## src/dbd_pkg.sv

```systemverilog
// dram bank decode package: register map, field positions and ack constants
// assumes: shared by the bank decoder, the ack timer and the top module
package dbd_pkg;

    // ---------------------------------------------------------------
    // register indices as printed; byte address is four times index
    // ---------------------------------------------------------------
    localparam logic [31:0] CFG_LOW_IDX_B0 = 32'hffffffe2;
    localparam logic [31:0] CFG_LOW_IDX_B1 = 32'h0fffffe6;
    localparam logic [31:0] CFG_HIGH_IDX_B0 = 32'h0fffffe0;
    localparam logic [31:0] CFG_HIGH_IDX_B1 = 32'h0fffffe4;
    localparam logic [31:0] ADDR_LOW_B0 = {CFG_LOW_IDX_B0[29:0], 2'b00};
    localparam logic [31:0] ADDR_LOW_B1 = {CFG_LOW_IDX_B1[29:0], 2'b00};
    localparam logic [31:0] ADDR_HIGH_B0 = {CFG_HIGH_IDX_B0[29:0], 2'b00};
    localparam logic [31:0] ADDR_HIGH_B1 = {CFG_HIGH_IDX_B1[29:0], 2'b00};
    localparam logic [31:0] ADDR_STATUS = 32'h00000000;
    localparam logic [31:0] ADDR_CS_ACK = 32'h00000004;

    // ---------------------------------------------------------------
    // lower configuration word fields
    // ---------------------------------------------------------------
    localparam int LOW_READ_BIT = 15;
    localparam int LOW_FC6_BIT = 14;
    localparam int LOW_FC5_BIT = 13;
    localparam int LOW_FC2_BIT = 10;
    localparam int LOW_FC1_BIT = 9;
    localparam int LOW_MATCH_LSB = 4;
    localparam int LOW_SIZE_LSB = 1;
    localparam int LOW_WAIT_BIT = 0;

    // upper configuration word: base bits a31..a17 at 15:1, write permit at 0
    localparam int HIGH_BASE_LSB = 1;
    localparam int HIGH_WRITE_BIT = 0;
    localparam int BASE_BITS = 15;

    // ---------------------------------------------------------------
    // function codes, column width and acknowledge settings
    // ---------------------------------------------------------------
    localparam logic [2:0] FC_1 = 3'h1;
    localparam logic [2:0] FC_2 = 3'h2;
    localparam logic [2:0] FC_5 = 3'h5;
    localparam logic [2:0] FC_6 = 3'h6;
    localparam logic [3:0] COL_BITS_BASE = 4'h8;
    localparam int NUM_CS = 8;
    localparam logic [3:0] CS_ACK_EXTERNAL = 4'hf;
    localparam logic [31:0] CS_ACK_RESET = 32'hffffffff;
    localparam logic [3:0] DRAM_RMW_WRITE_WAITS = 4'h0;

    typedef enum logic [1:0] {SPACE_NONE, SPACE_CS, SPACE_BANK0, SPACE_BANK1} dbd_space_t;

endpackage : dbd_pkg

```

## src/dbd_ack_timer.sv

```systemverilog
// automatic data acknowledge wait-state counter
// assumes: start is a one-cycle pulse; stop is the end of the bus cycle
`timescale 1ns/100ps
module dbd_ack_timer
    import dbd_pkg::*;
(
    input wire logic clk_i,
    input wire logic rst_i,
    input wire logic start_i,
    input wire logic auto_i,
    input wire logic [3:0] waits_i,
    input wire logic stop_i,
    output logic ack_o
);
    logic [3:0] cnt_q;
    logic run_q;
    logic ack_q;

    // ---------------------------------------------------------------
    // count down the wait states, then hold ack until the cycle ends
    // ---------------------------------------------------------------
    always_ff @(posedge clk_i)
    begin
        if (rst_i || stop_i)
        begin
            run_q <= 1'b0;
            cnt_q <= 4'h0;
        end
        else if (start_i)
        begin
            run_q <= auto_i; // no run means external ack is expected
            cnt_q <= waits_i;
        end
        else if (run_q && cnt_q != 4'h0)
        begin
            cnt_q <= cnt_q - 4'h1;
        end
        else
        begin
            run_q <= 1'b0;
        end
    end

    // ack rises one edge after the count reaches zero; a restart drops it
    always_ff @(posedge clk_i)
    begin
        if (rst_i || stop_i || start_i)
        begin
            ack_q <= 1'b0;
        end
        else if (run_q && cnt_q == 4'h0)
        begin
            ack_q <= 1'b1;
        end
    end

    assign ack_o = ack_q;

endmodule : dbd_ack_timer

```

## src/dbd_bank_decode.sv

```systemverilog
// dram bank decode and automatic acknowledge, with ahb-lite register slave
// assumes: core bus signals share SYS_CLK_I; chip select hits come decoded
//
// Behaviour
// - read permit bit gates bank reads
// - no read nor write permit disables bank
// - per-code enables for codes 6, 5, 2, 1
// - no code enabled disables bank
// - match count compares top address bits
// - column bits equal eight plus size field
// - size and wait come from bank 0
// - wait bit gives zero or one wait
// - dram test-and-set write half is zero-wait
// - separate ack settings, chip selects 0-14 or external
// - chip select test-and-set write like normal write
// - write permit bit gates bank writes
// - bank configuration survives every reset
// - chip selects beat bank 0, bank 0 beats 1
// - upper word holds compared base bits
`timescale 1ns/100ps
module dbd_bank_decode
    import dbd_pkg::*;
(
    input wire logic SYS_CLK_I,
    input wire logic RESET_I,
    // ahb-lite slave
    input wire logic HSEL_I,
    input wire logic [31:0] HADDR_I,
    input wire logic [1:0] HTRANS_I,
    input wire logic HWRITE_I,
    input wire logic [2:0] HSIZE_I,
    input wire logic [3:0] HPROT_I,
    input wire logic [31:0] HWDATA_I,
    input wire logic HREADY_I,
    output logic [31:0] HRDATA_O,
    output logic HREADYOUT_O,
    output logic HRESP_O,
    // processor bus cycle
    input wire logic [31:0] CYC_ADDR_I,
    input wire logic [2:0] CYC_FC_I,
    input wire logic CYC_READ_I,
    input wire logic CYC_ADDRESS_STROBE_N_I,
    input wire logic CYC_TEST_AND_SET_I,
    input wire logic [7:0] CS_HIT_I,
    // dram and acknowledge side
    output logic [1:0] BANK_SEL_O,
    output logic [3:0] DRAM_COL_BITS_O,
    output logic DRAM_WAIT_O,
    output logic DATA_TRANSFER_ACK_N_O,
    output logic CYC_REFUSED_O
);
    // ---------------------------------------------------------------
    // declarations
    // ---------------------------------------------------------------
    logic [15:0] cfg_low_q [2];
    logic [15:0] cfg_high_q [2];
    logic [31:0] cs_ack_q;
    logic wr_pend_q;
    logic [31:0] wr_addr_q;
    logic addr_phase;
    logic priv;
    logic [31:0] rd_word;
    logic [1:0] bank_hit;
    logic cs_any;
    logic [2:0] cs_idx;
    dbd_space_t space;
    dbd_space_t space_q;
    logic as_now;
    logic as_prev_q;
    logic read_prev_q;
    logic cyc_start;
    logic rmw_write_start;
    logic start;
    logic auto_en;
    logic [3:0] waits;
    logic ack;
    logic refused_q;
    logic [1:0] bank_sel_q;

    // ---------------------------------------------------------------
    // ahb-lite slave
    // ---------------------------------------------------------------
    // every access completes at once with an okay response
    assign HREADYOUT_O = 1'b1;
    assign HRESP_O = 1'b0;
    assign addr_phase = HSEL_I && HTRANS_I[1] && HREADY_I;
    // user-mode accesses read zero and write nothing
    assign priv = HPROT_I[1];

    // hold a write over to its data phase, when hwdata arrives
    always_ff @(posedge SYS_CLK_I)
    begin
        if (RESET_I)
        begin
            wr_pend_q <= 1'b0;
            wr_addr_q <= 32'h00000000;
        end
        else
        begin
            wr_pend_q <= addr_phase && HWRITE_I && priv;
            wr_addr_q <= HADDR_I;
        end
    end

    // bank words carry no reset so a warm restart keeps the memory map
    always_ff @(posedge SYS_CLK_I)
    begin
        if (wr_pend_q)
        begin
            unique case (wr_addr_q)
                ADDR_LOW_B0: cfg_low_q[0] <= HWDATA_I[15:0];
                ADDR_LOW_B1: cfg_low_q[1] <= HWDATA_I[15:0];
                ADDR_HIGH_B0: cfg_high_q[0] <= HWDATA_I[15:0];
                ADDR_HIGH_B1: cfg_high_q[1] <= HWDATA_I[15:0];
                default: ;
            endcase
        end
    end

    // chip select ack settings: one nibble per select, external by default
    always_ff @(posedge SYS_CLK_I)
    begin
        if (RESET_I)
        begin
            cs_ack_q <= CS_ACK_RESET;
        end
        else if (wr_pend_q && wr_addr_q == ADDR_CS_ACK)
        begin
            cs_ack_q <= HWDATA_I;
        end
    end

    // read mux; the status word shows the registered decode of the bus cycle
    always_comb
    begin
        rd_word = 32'h00000000;
        unique case (HADDR_I)
            ADDR_LOW_B0: rd_word = {16'h0000, cfg_low_q[0]};
            ADDR_LOW_B1: rd_word = {16'h0000, cfg_low_q[1]};
            ADDR_HIGH_B0: rd_word = {16'h0000, cfg_high_q[0]};
            ADDR_HIGH_B1: rd_word = {16'h0000, cfg_high_q[1]};
            ADDR_CS_ACK: rd_word = cs_ack_q;
            ADDR_STATUS: rd_word = {27'h0000000, ~as_prev_q, ack, refused_q, bank_sel_q};
            default: rd_word = 32'h00000000;
        endcase
    end

    // read data is fetched in the address phase so it stands from a flop
    always_ff @(posedge SYS_CLK_I)
    begin
        if (RESET_I)
        begin
            HRDATA_O <= 32'h00000000;
        end
        else if (addr_phase && !HWRITE_I)
        begin
            HRDATA_O <= priv ? rd_word : 32'h00000000;
        end
    end

    // ---------------------------------------------------------------
    // bank qualification
    // ---------------------------------------------------------------
    genvar gb;
    generate
        for (gb = 0; gb < 2; gb = gb + 1)
        begin : g_bank
            dbd_bank_match u_match (
                .cfg_low_i(cfg_low_q[gb]),
                .cfg_high_i(cfg_high_q[gb]),
                .addr_i(CYC_ADDR_I),
                .fc_i(CYC_FC_I),
                .read_i(CYC_READ_I),
                .hit_o(bank_hit[gb])
            );
        end
    endgenerate

    // lowest numbered chip select that hits owns the ack setting
    always_comb
    begin
        cs_idx = 3'h0;
        for (int i = NUM_CS - 1; i >= 0; i--)
        begin
            if (CS_HIT_I[i])
            begin
                cs_idx = 3'(i);
            end
        end
    end
    assign cs_any = |CS_HIT_I;

    // overlapping decodes: chip selects first, then bank 0, then bank 1
    always_comb
    begin
        if (cs_any)
        begin
            space = SPACE_CS;
        end
        else if (bank_hit[0])
        begin
            space = SPACE_BANK0;
        end
        else if (bank_hit[1])
        begin
            space = SPACE_BANK1;
        end
        else
        begin
            space = SPACE_NONE;
        end
    end

    // ---------------------------------------------------------------
    // cycle framing
    // ---------------------------------------------------------------
    assign as_now = ~CYC_ADDRESS_STROBE_N_I;

    always_ff @(posedge SYS_CLK_I)
    begin
        if (RESET_I)
        begin
            as_prev_q <= 1'b0;
            read_prev_q <= 1'b1;
        end
        else
        begin
            as_prev_q <= as_now;
            read_prev_q <= CYC_READ_I;
        end
    end

    // strobe stays low across an indivisible cycle, so the write half
    // is found by the direction turning from read to write
    assign cyc_start = as_now && !as_prev_q;
    assign rmw_write_start = as_now && as_prev_q && CYC_TEST_AND_SET_I
        && read_prev_q && !CYC_READ_I;
    assign start = cyc_start || rmw_write_start;

    // space is latched at each half's start and held until the strobe rises
    always_ff @(posedge SYS_CLK_I)
    begin
        if (RESET_I || !as_now)
        begin
            space_q <= SPACE_NONE;
            refused_q <= 1'b0;
            bank_sel_q <= 2'b00;
        end
        else if (start)
        begin
            space_q <= space;
            refused_q <= (space == SPACE_NONE);
            bank_sel_q <= {space == SPACE_BANK1, space == SPACE_BANK0};
        end
    end

    // ---------------------------------------------------------------
    // automatic acknowledge setting for the selected space
    // ---------------------------------------------------------------
    always_comb
    begin
        auto_en = 1'b0;
        waits = 4'h0;
        unique case (space)
            SPACE_CS:
            begin
                // the write half keeps the plain write length
                waits = cs_ack_q[{cs_idx, 2'b00} +: 4];
                auto_en = (waits != CS_ACK_EXTERNAL);
            end
            SPACE_BANK0, SPACE_BANK1:
            begin
                auto_en = 1'b1;
                // bank 1 wait bit is ignored; both banks share speed
                if (rmw_write_start)
                begin
                    waits = DRAM_RMW_WRITE_WAITS;
                end
                else
                begin
                    waits = {3'h0, cfg_low_q[0][LOW_WAIT_BIT]};
                end
            end
            SPACE_NONE:
            begin
                auto_en = 1'b0;
                waits = 4'h0;
            end
        endcase
    end

    dbd_ack_timer u_ack (
        .clk_i(SYS_CLK_I),
        .rst_i(RESET_I),
        .start_i(start),
        .auto_i(auto_en),
        .waits_i(waits),
        .stop_i(!as_now),
        .ack_o(ack)
    );

    // ---------------------------------------------------------------
    // outputs
    // ---------------------------------------------------------------
    assign DATA_TRANSFER_ACK_N_O = ~ack;
    assign CYC_REFUSED_O = refused_q;
    assign BANK_SEL_O = bank_sel_q;
    // multiplexer width and wait follow bank 0 alone
    assign DRAM_COL_BITS_O = COL_BITS_BASE
        + {1'b0, cfg_low_q[0][LOW_SIZE_LSB +: 3]};
    assign DRAM_WAIT_O = cfg_low_q[0][LOW_WAIT_BIT];

endmodule : dbd_bank_decode

```

## src/dbd_bank_match.sv

```systemverilog
// one dram bank: permission, function code and base address qualification
// assumes: configuration words are stable while a cycle is decoded
`timescale 1ns/100ps
module dbd_bank_match
    import dbd_pkg::*;
(
    input wire logic [15:0] cfg_low_i,
    input wire logic [15:0] cfg_high_i,
    input wire logic [31:0] addr_i,
    input wire logic [2:0] fc_i,
    input wire logic read_i,
    output logic hit_o
);
    logic [BASE_BITS-1:0] mask;
    logic [BASE_BITS-1:0] base;
    logic [3:0] count;
    logic fc_ok;
    logic dir_ok;
    logic disabled;

    // ---------------------------------------------------------------
    // compare mask: count selects top bits from a31 downward
    // ---------------------------------------------------------------
    assign count = cfg_low_i[LOW_MATCH_LSB +: 4];
    assign base = cfg_high_i[HIGH_BASE_LSB +: BASE_BITS];
    genvar gi;
    generate
        for (gi = 0; gi < BASE_BITS; gi = gi + 1)
        begin : g_mask
            // bit gi stands for address bit a17+gi
            assign mask[gi] = ({1'b0, count} >= 5'(BASE_BITS - gi));
        end
    endgenerate

    // only codes 6, 5, 2 and 1 have enables; all others are refused
    always_comb
    begin
        unique case (fc_i)
            FC_6: fc_ok = cfg_low_i[LOW_FC6_BIT];
            FC_5: fc_ok = cfg_low_i[LOW_FC5_BIT];
            FC_2: fc_ok = cfg_low_i[LOW_FC2_BIT];
            FC_1: fc_ok = cfg_low_i[LOW_FC1_BIT];
            default: fc_ok = 1'b0;
        endcase
    end

    // read and write permission per direction
    assign dir_ok = read_i ? cfg_low_i[LOW_READ_BIT] : cfg_high_i[HIGH_WRITE_BIT];

    // whole bank off: no direction, no code, or stray base bits set
    assign disabled = ~(cfg_low_i[LOW_READ_BIT] | cfg_high_i[HIGH_WRITE_BIT])
        | ~(cfg_low_i[LOW_FC6_BIT] | cfg_low_i[LOW_FC5_BIT]
            | cfg_low_i[LOW_FC2_BIT] | cfg_low_i[LOW_FC1_BIT])
        | (|(base & ~mask));

    assign hit_o = ~disabled & fc_ok & dir_ok
        & ~(|((addr_i[31:17] ^ base) & mask));

endmodule : dbd_bank_match

```

## config.mk

```make
export PLATFORM = sky130hd
export DESIGN_NAME = dbd_bank_decode
export DESIGN_NICKNAME = d
export VERILOG_FILES = /design/src/dbd_pkg.sv /design/src/dbd_ack_timer.sv /design/src/dbd_bank_decode.sv /design/src/dbd_bank_match.sv
export SDC_FILE = /design/constraint.sdc
export NUM_CORES = 1
export LEC_CHECK = 0
export ABC_AREA = 1
export BUFFER_PORTS_ARGS = -buffer_cell sky130_fd_sc_hd__buf_2
export CORE_AREA = 4 4 144 146
export CTS_CLUSTER_DIAMETER = 150
export DETAILED_ROUTE_END_ITERATION = 8
export DIE_AREA = 0 0 148 150
export HOLD_SLACK_MARGIN = 0.1
export PLACE_DENSITY = 0.65
export SLEW_MARGIN = 20
export SYNTH_ARGS = -nofsm -noshare
export SYNTH_HDL_FRONTEND = slang
export SYNTH_SLANG_ARGS = --single-unit
```

## constraint.sdc

```tcl
create_clock -name SYS_CLK_I -period 4.41 [get_ports SYS_CLK_I]
set_input_delay 0.6615 -clock SYS_CLK_I [delete_from_list [all_inputs] [get_ports SYS_CLK_I]]
set_output_delay 0.6615 -clock SYS_CLK_I [all_outputs]
set_load 0.01 [all_outputs]
```

==> results.txt <==
----------------------------------------------------
[Outcome]
  Run status ... completed

[Worst setup path]
  Kind of cell with the highest combined delay on the critical path ... simple AND/OR/NAND/NOR gates
  CP max stage cell ... sky130_fd_sc_hd__nor2_2
  Data required time at the worst endpoint ... 4.46 ns
  Endpoint type of the worst setup path ... flop
  Crit start category ... flop
  Largest stage delay on the critical path ... 0.80 ns
  Critical path start-end classification ... flop to flop
  Startpoint of the worst register-to-register path ... wr_addr_q[12]
  Number of buffers and inverters on the critical path ... 0
  Sequence of cells on the critical path ... nand2_1, nor4_1, nand4_1, or4_1, nor2_2
  Critical path fanouts, max ... 16
  Origin of the worst setup path ... wr_addr_q[12]
  Data arrival at the endpoint of the critical path ... 2.86 ns

[Final layout]
  Number of inserted diodes ... 0
  Fill cell instance count of the final layout ... 1922
  Area growth from synthesis to layout ... 17.7%
  Final net count ... 1367
  FF/Latch Area ... 4080 sq um
  Multi-input logic area ... 3710 sq um
  Share of layout cells above drive strength 1 ... 19.6%
  Final standard cell area without fillers ... 10100 sq um
  Number of standard cells in the layout, taps in and fillers out ... 1520

[Synthesis]
  Main area contributors after synthesis ... sky130_fd_sc_hd__dfxtp_1, sky130_fd_sc_hd__edfxtp_1, sky130_fd_sc_hd__nand2_1, sky130_fd_sc_hd__nand3_1, sky130_fd_sc_hd__inv_1
  Number of synthesized flops with an enable pin ... 64
  Cells after Synth ... 1114
  Yosys warning total ... 0
  Synth top cells by count ... sky130_fd_sc_hd__nand2_1, sky130_fd_sc_hd__inv_1, sky130_fd_sc_hd__nand3_1
  Post-synthesis area per instance ... 7.73 sq um
  Post-synthesis cell type count ... 46
  Dominant cell by count in the synthesized netlist ... sky130_fd_sc_hd__nand2_1
  Synth Flop Type ... sky130_fd_sc_hd__dfxtp_1
  Post-synthesis async set-or-reset flop share ... 0%
  Top cell type by total area after synthesis ... sky130_fd_sc_hd__dfxtp_1
  Top cell type's share of synthesized area ... 25.1%
  Mapped cell area ... 8610 sq um
  Post-synthesis register bit count ... 172
  Sequential area share after synthesis ... 47.5%

[Route]
  Drt pass-1 iters ... 5
  Remaining DRCs ... 0
  Post-DR vias/cell ... 5.19
  Uppermost layer routed ... met4
  Post-detailed-route wirelength per cell ... 16.7 um
  Antenna viol nets, final ... 0
  Total met2 wirelength after detailed routing ... 11900 um
  DR WL met3 ... 1360 um
  WL met1 ... 11600 um
  Initial detailed-routing violation count ... 645
  Vias ... 7894
  Routed wire length ... 25500 um

[Clock tree]
  Num CTS Buffers ... 17
  Clock Path Buffers ... 2
  CTS hold repair buffers ... 0
  Number of buffers added for setup after CTS ... 0
  Number of clock sinks seen by CTS ... 172
  Gates resized, CTS repair ... 0
  Worst skew pair latency ... 0.43 ns
  Clock tree from TritonCTS ... done
  Clock Pin Slew Worst Setup and Hold Paths ... 0.07 ns
  Clock root buffer master ... sky130_fd_sc_hd__clkbuf_16
  H-tree depth ... 4

[Job]
  Number of max-cap violations ... 0

[Worst hold path]
  Classification of the worst-slack hold path ... input port to flop
  Source of the worst hold timing path ... HADDR_I[1]

[STA]
  Final-report setup violation count ... 0
  Min Tclk post-route ... 2.80 ns
  Number of hold violations in the final report ... 0
  Normalized max-slew margin ... 29.3%
  Setup Skew ... 0.00995 ns
  Setup TNS Final ... 0 ns
  Worst slew pin tran ... 1.05 ns
  RSZ-0062 raised after global routing ... no
  Count of pins over their slew limit ... 0
  Period utilization ... 63.6%
  Fmax ... 0.357 GHz

[Power]
  Largest vdd supply drop ... 266 uV
  Leakage component of the power ... 0.00465 uW
  Ratio of total power to cell area ... 345 nW/um^2

[Placed design]
  Routability cong. ... 0.965
  Cell Count Post-Placement ... 1488
  HPWL after DPL ... 19200 um
  Input/output buffers ... 139
  DP Area ... 9500 sq um

[Floorplanning]
  Initial cell density of the core ... 44.4%
  Floorplan Core Area ... 19400 sq um
  Overall die height ... 150 um
  Number of rows created at floorplan ... 51
  Width of the chip ... 148 um
  I/O Pins ... 167
  Area of the die ... 22200 sq um

[Global routing]
  Initial antenna violation count ... 0
  Number of global-route vias before repair ... 7556
  Global-route wire length before repair ... 39400 um
  Overflow left after global routing ... 0
  GR Util All Layers ... 22.9%
  Largest net degree at the start of global routing ... 66

----------------------------------------------------
-- final cells by class --
class                   count  share of cell area (%)
flip-flops and latches    172                    40.3
multi-input cells         738                    36.6
repair buffers            146                    7.39
inverters                 167                    6.19
clock buffers              18                    4.45
well taps                 265                    3.27
clock inverters            14                    1.73
-- where the power goes --
group          internal, uW  total [uW]  switching, uW
logic                  80.9         236            155
clock network           910        1580            670
registers              1660        1670           9.05
total                  2650        3490            834
-- worst register-to-register path, cell delays in order (launching register included) --
cell                      delay (ns)
sky130_fd_sc_hd__dfxtp_1        0.33
sky130_fd_sc_hd__nand2_1        0.06
sky130_fd_sc_hd__nor4_1         0.35
sky130_fd_sc_hd__nand4_1        0.26
sky130_fd_sc_hd__or4_1          0.62
sky130_fd_sc_hd__nor2_2         0.80
-- sequential cells by signal (all words and copies together), names as in the netlist --
| name | cells |
|---|---|
| cfg_low_q | 32 |
| u_ack.ack_o | 1 |
| CYC_REFUSED_O | 1 |
| HRDATA_O | 32 |
| wr_pend_q | 1 |
| cs_ack_q | 32 |
| read_prev_q | 1 |
| as_prev_q | 1 |
| BANK_SEL_O | 2 |
| wr_addr_q | 32 |
| cfg_high_q | 32 |
| u_ack.cnt_q | 4 |
| u_ack.run_q | 1 |
-- cell families after synthesis --
kind of cell	Yosys count	synth area share, %
flip-flops	172	47.5
AND/OR/NAND/NOR	579	31.6
AO/OA/AOI/OAI	140	9.55
buffers and inverters	205	9.67
other	2	0.0873
XOR/XNOR	15	1.53
adder cells (fa/ha/maj)	1	0.145
-- cell usage in the layout, fill, tap and decap left out, types with 3 or more instances in the layout --
cell type,n
sky130_fd_sc_hd__edfxtp_1,64
sky130_fd_sc_hd__nor4_1,14
sky130_fd_sc_hd__o22ai_1,7
sky130_fd_sc_hd__buf_4,7
sky130_fd_sc_hd__nor2_2,8
sky130_fd_sc_hd__dfxtp_1,108
sky130_fd_sc_hd__xnor2_1,4
sky130_fd_sc_hd__a21oi_1,53
sky130_fd_sc_hd__nand4_1,33
sky130_fd_sc_hd__a21oi_2,3
sky130_fd_sc_hd__inv_6,3
sky130_fd_sc_hd__buf_2,139
sky130_fd_sc_hd__nor3_2,3
sky130_fd_sc_hd__nor3_1,10
sky130_fd_sc_hd__inv_1,148
sky130_fd_sc_hd__clkinv_4,6
sky130_fd_sc_hd__nor3_4,3
sky130_fd_sc_hd__nor4_2,4
sky130_fd_sc_hd__clkbuf_16,18
sky130_fd_sc_hd__xor2_1,11
sky130_fd_sc_hd__o21ai_1,18
sky130_fd_sc_hd__nor2_1,93
sky130_fd_sc_hd__inv_2,17
sky130_fd_sc_hd__o21ai_0,21
sky130_fd_sc_hd__nand3_1,135
sky130_fd_sc_hd__or2_2,8
sky130_fd_sc_hd__nor2_4,6
sky130_fd_sc_hd__nand2_2,11
sky130_fd_sc_hd__conb_1,3
sky130_fd_sc_hd__o211ai_1,33
sky130_fd_sc_hd__nand2_1,239
-- final timing paths --
| path | slack (ns) | cells past startpoint | endpoint |
|---|---|---|---|
| hold / removal | 0.45 | 3 | wr_addr_q[1] |
| setup / recovery | 1.61 | 5 | cfg_high_q[0][21] |
| hold reg to reg | 0.46 | 2 | HRDATA_O[19] |
| setup reg to reg | 1.61 | 5 | cfg_high_q[0][21] |
-- metal layers --
layer  GRT usage, %  vias to the layer above
met5              0                        -
met1           30.7                     3641
met2           37.8                      255
met3           4.00                       35
li1               -                     3963
met4           7.16                        0
-- metrics by stage --
stage	hold WS (ns)	power (uW)	utilization [%]	worst slack, ns
floorplan	0.465	1840	-	1.34
CTS	0.437	3510	52.2	1.58
finish	0.450	3490	52.2	1.61
detailed placement	0.456	1940	49.0	1.44
global placement	0.453	1940	49.0	1.46
global route	0.437	3600	52.2	1.49
Note: power is estimated with default switching activity, not from simulation.
